--- src/design/arinc_rx_pkg.sv ---
`default_nettype none
package arinc_rx_pkg;
    localparam int WORD_BITS = 32;
    localparam int FIFO_DEPTH = 32;
    localparam logic [5:0] FIFO_HALF_LEVEL = 6'h10;
    localparam logic [7:0] OP_MASTER_RESET = 8'h01;
    localparam logic [7:0] OP_LUT_CLEAR = 8'h02;
    localparam logic [7:0] OP_LUT_FILL = 8'h03;
    localparam logic [7:0] OP_LUT_RESET_ONE = 8'h04;
    localparam logic [7:0] OP_LUT_SET_ONE = 8'h05;
    localparam logic [7:0] OP_LUT_WRITE = 8'h06;
    localparam logic [7:0] OP_DIV_WRITE = 8'h07;
    localparam logic [7:0] OP_FIFO_READ = 8'h08;
    localparam logic [7:0] OP_FIFO_DUMP = 8'h09;
    localparam logic [7:0] OP_STATUS_READ = 8'h0a;
    localparam logic [7:0] OP_CTRL_READ = 8'h0b;
    localparam logic [7:0] OP_DIV_READ = 8'h0c;
    localparam logic [7:0] OP_LUT_READ = 8'h0d;
    localparam logic [7:0] OP_CTRL_WRITE = 8'h10;
    localparam logic [8:0] OP_LAST_BIT = 9'h007;
    localparam logic [8:0] LEN_BYTE = 9'h008;
    localparam logic [8:0] LEN_CTRL = 9'h010;
    localparam logic [8:0] LEN_LUT = 9'h100;
    localparam logic [5:0] OUT_WORD_BITS = 6'h20;
    localparam logic [2:0] LUT_LAST_CHUNK = 3'h7;
    localparam logic [6:0] RATE_DIV_HIGH = 7'h0a;
    localparam logic [6:0] RATE_DIV_LOW = 7'h50;
    localparam logic [7:0] DIV_X1 = 8'h01;
    localparam logic [7:0] DIV_X2 = 8'h02;
    localparam logic [7:0] DIV_X4 = 8'h04;
    localparam logic [7:0] DIV_X8 = 8'h08;
    localparam logic [7:0] DIV_XA = 8'h0a;
    localparam logic [15:0] CTRL_RESET = 16'h0000;
    localparam logic [7:0] DIV_RESET = 8'h00;
    localparam logic [255:0] LUT_RESET = 256'h0;
    localparam logic FLAG_RESET = 1'b1;
    localparam int PIN_DIN = 0;
    localparam int PIN_SCK = 1;
    localparam int PIN_SEL = 2;
    localparam int PIN_MCLR = 3;
    localparam int PIN_ACLK = 4;
    localparam logic [4:0] SYNC_RESET = 5'h04;

    typedef struct packed {
        logic flagMeaningBit;
        logic [2:0] unusedHigh;
        logic labelOrderBit;
        logic [1:0] unusedMid;
        logic bitNineMatchSetting;
        logic bitTenMatchSetting;
        logic decoderEnableBit;
        logic receiverOnBit;
        logic parityCheckBit;
        logic unusedLow;
        logic labelFilterEnableBit;
        logic clockSourceBit;
        logic rateSelectBit;
    } ctrl_t;

    typedef struct packed {
        logic [1:0] alwaysZero;
        logic [2:0] undefinedBits;
        logic fifoFullBit;
        logic fifoHalfBit;
        logic fifoEmptyBit;
    } status_t;

    typedef struct packed {
        logic valid;
        logic [31:0] data;
    } rx_word_t;

    typedef enum logic [1:0] {SPI_OPCODE, SPI_WRITE, SPI_READ, SPI_IGNORE} spi_state_t;
endpackage
`default_nettype wire

--- src/design/rx_word_fifo.sv ---
`timescale 1ns/1ps
`default_nettype none
module rx_word_fifo #(
    parameter int WIDTH = 32,
    parameter int DEPTH = 32
) (
    input wire logic clk,
    input wire logic rst,
    input wire logic flush,
    input wire logic inValid,
    input wire logic [WIDTH-1:0] inData,
    output logic inReady,
    output logic outValid,
    output logic [WIDTH-1:0] outData,
    input wire logic outReady,
    output logic [$clog2(DEPTH):0] level
);
    localparam int AW = $clog2(DEPTH);
    localparam logic [AW:0] FULL_COUNT = (AW+1)'(DEPTH);
    logic [WIDTH-1:0] mem [DEPTH];
    logic [AW-1:0] wrPtr_reg;
    logic [AW-1:0] rdPtr_reg;
    logic [AW:0] count_reg;
    logic outValid_reg;
    logic [WIDTH-1:0] outData_reg;
    logic pop;
    logic push;
    logic overwrite;
    logic [AW-1:0] wrIndex;

    // A word arriving while full replaces the newest one instead of being lost silently
    assign inReady = (count_reg != FULL_COUNT);
    assign pop = outReady && outValid_reg;
    assign push = inValid && (inReady || pop);
    assign overwrite = inValid && !inReady && !pop;
    assign wrIndex = overwrite ? wrPtr_reg - AW'(1) : wrPtr_reg;
    assign outValid = outValid_reg;
    assign outData = outData_reg;
    assign level = count_reg;

    always_ff @(posedge clk) begin
        if (push || overwrite) begin
            mem[wrIndex] <= inData;
        end
    end

    always_ff @(posedge clk or posedge rst) begin
        if (rst) begin
            wrPtr_reg <= '0;
            rdPtr_reg <= '0;
            count_reg <= '0;
        end else if (flush) begin
            wrPtr_reg <= '0;
            rdPtr_reg <= '0;
            count_reg <= '0;
        end else begin
            wrPtr_reg <= wrPtr_reg + AW'(push);
            rdPtr_reg <= rdPtr_reg + AW'(pop);
            count_reg <= count_reg + (AW+1)'(push) - (AW+1)'(pop);
        end
    end

    // Head data and its valid both lag the pointer by one cycle so they stay paired
    always_ff @(posedge clk or posedge rst) begin
        if (rst) begin
            outValid_reg <= 1'b0;
            outData_reg <= '0;
        end else begin
            outValid_reg <= (count_reg != '0) && !pop && !flush;
            outData_reg <= mem[rdPtr_reg];
        end
    end
endmodule // rx_word_fifo
`default_nettype wire

--- src/design/arinc_rx_spi_command_and_config.sv ---
`timescale 1ns/1ps
`default_nettype none
module arinc_rx_spi_command_and_config
    import arinc_rx_pkg::*;
(
    input wire logic clk,
    input wire logic rst,
    input wire logic spiClk,
    input wire logic spiSelN,
    input wire logic spiDataIn,
    output logic spiDataOut,
    input wire logic timingClk,
    input wire logic masterClear,
    input wire rx_word_t rxWord,
    output logic arincClkTick,
    output logic bitRateTick,
    output logic fifoFlagPin
);
    function automatic logic [7:0] rev8(input logic [7:0] v);
        for (int i = 0; i < 8; i++) begin
            rev8[i] = v[7-i];
        end
    endfunction

    // ARINC bit n sits at w[n-1]; the label field goes out last
    function automatic logic [31:0] mapWord(input logic [31:0] w, input logic keepOrder);
        mapWord = {w[31:8], keepOrder ? w[7:0] : rev8(w[7:0])};
    endfunction

    logic [4:0] sync1_reg;
    logic [4:0] sync2_reg;
    logic [4:0] prev_reg;
    ctrl_t ctrl_reg;
    logic [7:0] div_reg;
    logic [255:0] lut_reg;
    spi_state_t state_reg;
    logic [8:0] bitCnt_reg;
    logic [7:0] opcode_reg;
    logic [15:0] inShift_reg;
    logic [31:0] outShift_reg;
    logic [5:0] outLeft_reg;
    logic [2:0] chunk_reg;
    logic dout_reg;
    logic flag_reg;
    logic [7:0] divCnt_reg;
    logic [6:0] rateCnt_reg;
    logic arincTick_reg;
    logic bitTick_reg;

    // Pins come from other clocks; levels are taken from the second stage, edges from the second and third
    always_ff @(posedge clk or posedge rst) begin
        if (rst) begin
            sync1_reg <= SYNC_RESET;
            sync2_reg <= SYNC_RESET;
            prev_reg <= SYNC_RESET;
        end else begin
            sync1_reg <= {timingClk, masterClear, spiSelN, spiClk, spiDataIn};
            sync2_reg <= sync1_reg;
            prev_reg <= sync2_reg;
        end
    end

    logic selActive;
    logic sckRise;
    logic sckFall;
    logic aclkRise;
    logic din;
    logic mclrLevel;
    assign selActive = !sync2_reg[PIN_SEL];
    assign sckRise = sync2_reg[PIN_SCK] && !prev_reg[PIN_SCK];
    assign sckFall = !sync2_reg[PIN_SCK] && prev_reg[PIN_SCK];
    assign aclkRise = sync2_reg[PIN_ACLK] && !prev_reg[PIN_ACLK];
    assign din = sync2_reg[PIN_DIN];
    assign mclrLevel = sync2_reg[PIN_MCLR];

    // Command decode
    logic [7:0] opNow;
    logic opDone;
    logic opIsWrite;
    logic opIsRead;
    spi_state_t opState;
    logic [8:0] wrLen;
    logic wrBit;
    logic wrLast;
    logic [15:0] wrWord;
    assign opNow = {inShift_reg[6:0], din};
    assign opDone = selActive && sckRise && state_reg == SPI_OPCODE && bitCnt_reg == OP_LAST_BIT;
    assign opIsWrite = opNow == OP_LUT_RESET_ONE || opNow == OP_LUT_SET_ONE || opNow == OP_LUT_WRITE
        || opNow == OP_DIV_WRITE || opNow == OP_CTRL_WRITE;
    assign opIsRead = opNow >= OP_FIFO_READ && opNow <= OP_LUT_READ;
    // Unlisted codes, 0Eh and 0Fh included, fall to the ignore state
    assign opState = opIsWrite ? SPI_WRITE : opIsRead ? SPI_READ : SPI_IGNORE;
    assign wrLen = opcode_reg == OP_CTRL_WRITE ? LEN_CTRL : opcode_reg == OP_LUT_WRITE ? LEN_LUT : LEN_BYTE;
    assign wrBit = selActive && sckRise && state_reg == SPI_WRITE;
    assign wrLast = wrBit && bitCnt_reg == wrLen - 9'h001;
    assign wrWord = {inShift_reg[14:0], din};

    always_ff @(posedge clk or posedge rst) begin
        if (rst) begin
            state_reg <= SPI_OPCODE;
            bitCnt_reg <= '0;
            opcode_reg <= '0;
            inShift_reg <= '0;
        end else if (!selActive) begin
            state_reg <= SPI_OPCODE;
            bitCnt_reg <= '0;
        end else if (sckRise) begin
            inShift_reg <= wrWord;
            bitCnt_reg <= bitCnt_reg + 9'h001;
            case (state_reg)
                SPI_OPCODE: begin
                    if (opDone) begin
                        state_reg <= opState;
                        opcode_reg <= opNow;
                        bitCnt_reg <= '0;
                    end
                end
                SPI_WRITE: begin
                    if (wrLast) begin
                        state_reg <= SPI_IGNORE;
                    end
                end
                default: begin
                end
            endcase
        end
    end

    // Configuration writes; every control bit is kept, used or not
    always_ff @(posedge clk or posedge rst) begin
        if (rst) begin
            ctrl_reg <= CTRL_RESET;
            div_reg <= DIV_RESET;
        end else if (wrLast) begin
            if (opcode_reg == OP_CTRL_WRITE) begin
                ctrl_reg <= wrWord;
            end
            if (opcode_reg == OP_DIV_WRITE) begin
                div_reg <= wrWord[7:0];
            end
        end
    end

    always_ff @(posedge clk or posedge rst) begin
        if (rst) begin
            lut_reg <= LUT_RESET;
        end else if (opDone && opNow == OP_LUT_CLEAR) begin
            lut_reg <= '0;
        end else if (opDone && opNow == OP_LUT_FILL) begin
            lut_reg <= '1;
        end else if (wrBit && opcode_reg == OP_LUT_WRITE) begin
            lut_reg[~bitCnt_reg[7:0]] <= din;
        end else if (wrLast && opcode_reg == OP_LUT_SET_ONE) begin
            lut_reg[wrWord[7:0]] <= 1'b1;
        end else if (wrLast && opcode_reg == OP_LUT_RESET_ONE) begin
            lut_reg[wrWord[7:0]] <= 1'b0;
        end
    end

    // Receive path: filtering in front of the FIFO
    logic [7:0] labelIndex;
    logic labelOk;
    logic decodeOk;
    logic parityOk;
    logic fifoPush;
    logic fifoFlush;
    logic fifoPop;
    logic fifoInReady;
    logic fifoOutValid;
    logic [31:0] fifoOutData;
    logic [5:0] fifoLevel;
    assign labelIndex = rev8(rxWord.data[7:0]);
    assign labelOk = !ctrl_reg.labelFilterEnableBit || lut_reg[labelIndex];
    assign decodeOk = !ctrl_reg.decoderEnableBit
        || (rxWord.data[9] == ctrl_reg.bitTenMatchSetting && rxWord.data[8] == ctrl_reg.bitNineMatchSetting);
    assign parityOk = !ctrl_reg.parityCheckBit || ^rxWord.data;
    assign fifoPush = rxWord.valid && ctrl_reg.receiverOnBit && labelOk && decodeOk && parityOk;
    assign fifoFlush = mclrLevel || (opDone && opNow == OP_MASTER_RESET);

    rx_word_fifo #(
        .WIDTH(WORD_BITS),
        .DEPTH(FIFO_DEPTH)
    ) receiveFifo (
        .clk(clk),
        .rst(rst),
        .flush(fifoFlush),
        .inValid(fifoPush),
        .inData(rxWord.data),
        .inReady(fifoInReady),
        .outValid(fifoOutValid),
        .outData(fifoOutData),
        .outReady(fifoPop),
        .level(fifoLevel)
    );

    status_t status;
    assign status.alwaysZero = 2'b00;
    assign status.undefinedBits = 3'b000;
    assign status.fifoFullBit = !fifoInReady;
    assign status.fifoHalfBit = fifoLevel >= FIFO_HALF_LEVEL;
    assign status.fifoEmptyBit = fifoLevel == '0;

    // Read data path
    logic [31:0] fifoSpiWord;
    logic [31:0] firstWord;
    logic [2:0] chunkNext;
    logic [31:0] reloadWord;
    logic outBit;
    logic reload;
    assign fifoSpiWord = fifoOutValid ? mapWord(fifoOutData, ctrl_reg.labelOrderBit) : 32'h00000000;
    assign firstWord = opNow == OP_STATUS_READ ? {status, 24'h000000}
        : opNow == OP_CTRL_READ ? {ctrl_reg, 16'h0000}
        : opNow == OP_DIV_READ ? {div_reg, 24'h000000}
        : opNow == OP_LUT_READ ? lut_reg[255 -: 32]
        : fifoSpiWord;
    assign chunkNext = chunk_reg + 3'h1;
    assign reloadWord = opcode_reg == OP_FIFO_DUMP ? fifoSpiWord
        : (opcode_reg == OP_LUT_READ && chunk_reg != LUT_LAST_CHUNK) ? lut_reg[{~chunkNext, 5'h1f} -: 32]
        : 32'h00000000;
    assign outBit = selActive && sckFall && state_reg == SPI_READ;
    assign reload = outBit && outLeft_reg == 6'h01;
    // A pop with nothing stored is dropped by the FIFO itself
    assign fifoPop = (opDone && (opNow == OP_FIFO_READ || opNow == OP_FIFO_DUMP))
        || (reload && opcode_reg == OP_FIFO_DUMP);

    always_ff @(posedge clk or posedge rst) begin
        if (rst) begin
            outShift_reg <= '0;
            outLeft_reg <= '0;
            chunk_reg <= '0;
            dout_reg <= 1'b0;
        end else if (!selActive) begin
            dout_reg <= 1'b0;
        end else if (opDone) begin
            outShift_reg <= firstWord;
            outLeft_reg <= OUT_WORD_BITS;
            chunk_reg <= '0;
        end else if (outBit) begin
            dout_reg <= outShift_reg[31];
            outShift_reg <= reload ? reloadWord : {outShift_reg[30:0], 1'b0};
            outLeft_reg <= reload ? OUT_WORD_BITS : outLeft_reg - 6'h01;
            chunk_reg <= reload ? chunkNext : chunk_reg;
        end
    end
    assign spiDataOut = dout_reg;

    // Flag pin meaning follows the control word
    always_ff @(posedge clk or posedge rst) begin
        if (rst) begin
            flag_reg <= FLAG_RESET;
        end else begin
            flag_reg <= ctrl_reg.flagMeaningBit ? status.fifoFullBit : status.fifoEmptyBit;
        end
    end
    assign fifoFlagPin = flag_reg;

    // Timing clock chain; an unsupported divide value stops the clock when the divider is the selected clock source
    logic divAllowed;
    logic divTick;
    logic arincTick_next;
    logic [6:0] rateLen;
    logic bitTick_next;
    assign divAllowed = div_reg == DIV_X1 || div_reg == DIV_X2 || div_reg == DIV_X4
        || div_reg == DIV_X8 || div_reg == DIV_XA;
    assign divTick = aclkRise && divAllowed && divCnt_reg == div_reg - 8'h01;
    assign arincTick_next = ctrl_reg.clockSourceBit ? divTick : aclkRise;
    assign rateLen = ctrl_reg.rateSelectBit ? RATE_DIV_LOW : RATE_DIV_HIGH;
    assign bitTick_next = arincTick_next && rateCnt_reg >= rateLen - 7'h01;

    always_ff @(posedge clk or posedge rst) begin
        if (rst) begin
            divCnt_reg <= '0;
        end else if (aclkRise) begin
            divCnt_reg <= (divTick || !divAllowed || divCnt_reg >= div_reg) ? 8'h00 : divCnt_reg + 8'h01;
        end
    end

    always_ff @(posedge clk or posedge rst) begin
        if (rst) begin
            rateCnt_reg <= '0;
            arincTick_reg <= 1'b0;
            bitTick_reg <= 1'b0;
        end else begin
            if (arincTick_next) begin
                rateCnt_reg <= bitTick_next ? 7'h00 : rateCnt_reg + 7'h01;
            end
            arincTick_reg <= arincTick_next;
            bitTick_reg <= bitTick_next;
        end
    end
    assign arincClkTick = arincTick_reg;
    assign bitRateTick = bitTick_reg;
endmodule // arinc_rx_spi_command_and_config
`default_nettype wire

--- config.mk ---
export PLATFORM = sky130hd
export DESIGN_NAME = arinc_rx_spi_command_and_config
export DESIGN_NICKNAME = d
export VERILOG_FILES = /design/src/design/arinc_rx_pkg.sv /design/src/design/rx_word_fifo.sv /design/src/design/arinc_rx_spi_command_and_config.sv
export SDC_FILE = /design/constraint.sdc
export NUM_CORES = 2
export LEC_CHECK = 0
export ABC_AREA = 1
export BUFFER_PORTS_ARGS = -buffer_cell sky130_fd_sc_hd__buf_2
export CAP_MARGIN = 10
export CORE_MARGIN = 2
export CORE_UTILIZATION = 30
export CTS_CLUSTER_SIZE = 12
export DETAILED_ROUTE_END_ITERATION = 7
export PLACE_DENSITY = 0.49
export SLEW_MARGIN = 10
export SYNTH_ARGS = -nofsm -noshare
export SYNTH_HDL_FRONTEND = slang
export SYNTH_SLANG_ARGS = --single-unit
--- constraint.sdc ---
create_clock -name clk -period 31.9 [get_ports clk]
set_input_delay 6.38 -clock clk [delete_from_list [all_inputs] [get_ports clk]]
set_output_delay 6.38 -clock clk [all_outputs]
set_load 0.01 [all_outputs]
==> flow_metrics.py <==
metrics = {
    "outcome": {
        "status": "completed",
    },
    "finish": {
        "areaGrowthSynthToFinish_pct": 11.68,
        "largest_register_ffs": 1024,
        "final_layout_size_suffix_gt1_share_pct": 7.172,
        "nets": 8655,
        "final_common_cell": "nand2_1",
        "final_cell_mix": "nand2_1, nor2_1, o21ai_0",
    },
    "timing": {
        "hold_viol_final": 0,
        "clock_skew_ps": 79.05,
        "slew_violations": 0,
        "finalSetupTns_ps": 0,
        "fmaxAchievable_mhz": 87.58,
        "finalWorstSetupSlack_ps": 20480,
        "tightest_slew_ps": 1328,
        "rsz0062_at_grt": "no",
        "slew_headroom_pct": 11.24,
        "setup_viol": 0,
        "final.min_clock_period_ps": 11420,
        "finalCritPeriodShare_pct": 35.79,
    },
    "global_routing": {
        "grt_first_pass_wirelength_um": 449000,
        "grt_pass1_vias": 62474,
        "gr-total-overflow": 0,
        "antenna_found_initial": 18,
        "grt_max_degree": 204,
        "grt_usage_pct": 23.53,
    },
    "clocking": {
        "post_cts_buffers": 0,
        "clk_path_buf_depth": 3,
        "cts_tree": "built",
        "postCtsHoldBufs": 0,
        "cts_root_buf": "clkbuf_16",
        "clkTransAtPathRegs_ps": 50,
        "ctsHtreeMaxLevel": 4,
        "clock_latency_ps": 860,
        "clock-sinks": 1459,
        "cts_resized": 0,
        "cts_buffers": 166,
    },
    "floorplan": {
        "ios": 44,
        "die_w_um": 505.9,
        "die_h_um": 505.9,
        "rows": 184,
        "die-area_sq_um": 256000,
        "core_region_area_sq_um": 250900,
        "start_util_pct": 30.12,
    },
    "logic_synthesis": {
        "yosysWarnings": 0,
        "synth_compound_area_share_pct": 14.55,
        "synth.largest_area_cell": "edfxtp_1",
        "synth_fa_ha_area_share_pct": 0.6721,
        "syn_area_sq_um": 75580,
        "yosys.area_share.xor_xnor_pct": 0.5794,
        "synth_edf_count": 1024,
        "synthSimpleGateAreaFrac_pct": 23.44,
        "synth_top_family_by_area": "simple AND/OR/NAND/NOR gates",
        "syn_avg_cell_area_sq_um": 8.543,
        "yosys.cell_types.count": 55,
        "synth.area.top_cells": "edfxtp_1, dfrtp_1, o21ai_0",
        "synth.area.mux_share_pct": 0.01490,
        "async_flop_share_pct": 29.81,
        "ys_ff_latch": 1459,
        "netlist_instances": 8848,
        "synth_nets": 8928,
        "synth_top_area_share_pct": 40.68,
        "synth-seq-area-share_pct": 55.09,
        "synth_top_flop_cell": "edfxtp_1",
    },
    "power": {
        "vdd_drop_max_mv": 0.05205,
        "p_leak_uw": 0.03179,
        "total_power_uw": 4468,
        "p_per_area_nw_per_um2": 52.92,
    },
    "setup_path": {
        "cp-end-kind": "register",
        "regToRegStartpoint": "bitCnt_reg[7]",
        "rr_endpoint": "lut_reg[132]",
        "crit_arrival_ps": 11840,
        "critPathCapture": "receiveFifo.mem[3][7]",
        "startpoint": "rxWord[7]",
        "reg2reg_depth": 15,
        "startpoint_type": "primary input",
        "path_max_fanout": 90,
        "cp.required_ps": 32320,
        "path_class": "in2reg",
        "r2r_slack_ps": 26480,
    },
    "routing": {
        "postRouteAntennaNets": 0,
        "via_count": 67284,
        "drc_errors": 0,
        "first_pass_iters": 6,
        "drt-initial-drc-count": 8830,
        "wl_per_cell_um": 25.76,
        "viasPerCell": 5.581,
        "wl_um": 310600,
    },
    "worst_hold_path": {
        "worst_hold_path_type": "reg2reg",
    },
    "placement": {
        "io_buffers": 43,
        "gp_congestion": 0.9167,
        "dp_hpwl_um": 188000,
        "pre_cts_slack_ps": 19740,
    },
    "run": {
        "drv_cap": 0,
    },
}
[through the flow]
stage / util, % / cells / cell area [sq um] / hold slack (ps)
5_1_grt: 33.63 / 12050 / 84400 / 363.1
4_1_cts: 33.61 / 12047 / 84350 / 356.3
3_5_place_dp: 31.50 / 11753 / 79050 / 344.2
3_3_place_gp: 31.50 / 11753 / 79050 / 337.2
2_1_floorplan: - / 8848 / 75590 / 331.2
6_report: 33.64 / 12055 / 84420 / 349.8
[area by class of cell]
class	instances	area, sq um
diodes	6	15.01
clock buffers	239	4609
well taps	3348	4189
repair buffers	210	1573
clock inverters	55	684.4
flip-flops and latches	1459	41660
multi-input cells	6315	30040
fillers	25924	166500
inverters	423	1644
[power by group]
part	leakage, uW	internal (uW)	switching [uW]
logic	0.0142	107	364
registers	0.0151	2060	23.3
clock network	0.00255	1070	841
[metal layers]
layer,vias to the layer above,track usage (%),wire [um]
met1,33241,31.96,129000
met5,-,0,51
met4,8,11.24,16580
met2,3322,36.38,138600
li1,30055,-,-
met3,658,4.004,26400
[worst max-delay path, stage by stage]
cell and delay, ps:
buf_6 140, buf_4 660, buf_4 850, nand2_1 140
nand3_1 110, nand2_1 70, nand2_1 60, nand2_1 70
nor2_1 100, nor2_1 50, nor2_1 250, nand2_1 160
a21oi_1 190, nand3_2 270, nand2_1 210, inv_1 140
nand2_1 110, nand2_1 50, nand2_1 110, nand3_2 380
nor2_4 1160
[synthesized netlist by cell type, types with 5 or more instances]
master	n
nor2_1	1511
buf_2	24
nor2_2	96
o21ai_1	175
clkbuf_1	561
inv_1	408
o211ai_1	24
a31oi_1	47
xor2_1	24
nand3_1	964
dfrtp_1	432
nor3_1	77
xnor2_1	26
o311ai_0	5
nand4_1	10
a21oi_1	138
o22ai_1	80
a32oi_1	40
clkinv_1	8
nand3_2	5
edfxtp_1	1024
buf_1	30
nand2_1	1580
o221ai_1	200
ha_1	39
nor3b_1	5
inv_2	6
o21ai_0	1233
buf_6	21
buf_4	15
[worst min-delay path by stage]
| stage | to | from | slack, ps | cells after the start |
|---|---|---|---|---|
| after floorplan | sync2_reg[0] | sync1_reg[0] | 330 | 0 |
| after global placement | sync2_reg[0] | sync1_reg[0] | 340 | 0 |
| after detailed placement | sync2_reg[0] | sync1_reg[0] | 340 | 0 |
| after CTS | sync2_reg[2] | sync1_reg[2] | 360 | 0 |
| after global routing | sync2_reg[2] | sync1_reg[2] | 360 | 0 |
| final | sync2_reg[0] | sync1_reg[0] | 350 | 0 |
[cell families (layout without fill, tap and decap cells)]
| logic type | after synthesis | in the layout |
|---|---|---|
| AO/OA/AOI/OAI | 1959 | 1959 |
| XOR/XNOR | 50 | 50 |
| adder cells (fa/ha/maj) | 40 | 40 |
| buffers and inverters | 1074 | 927 |
| flip-flops | 1459 | 1459 |
| multiplexers | 1 | 1 |
| other | 0 | 6 |
| AND/OR/NAND/NOR | 4265 | 4265 |
Note: power is estimated with default switching activity, not from simulation.
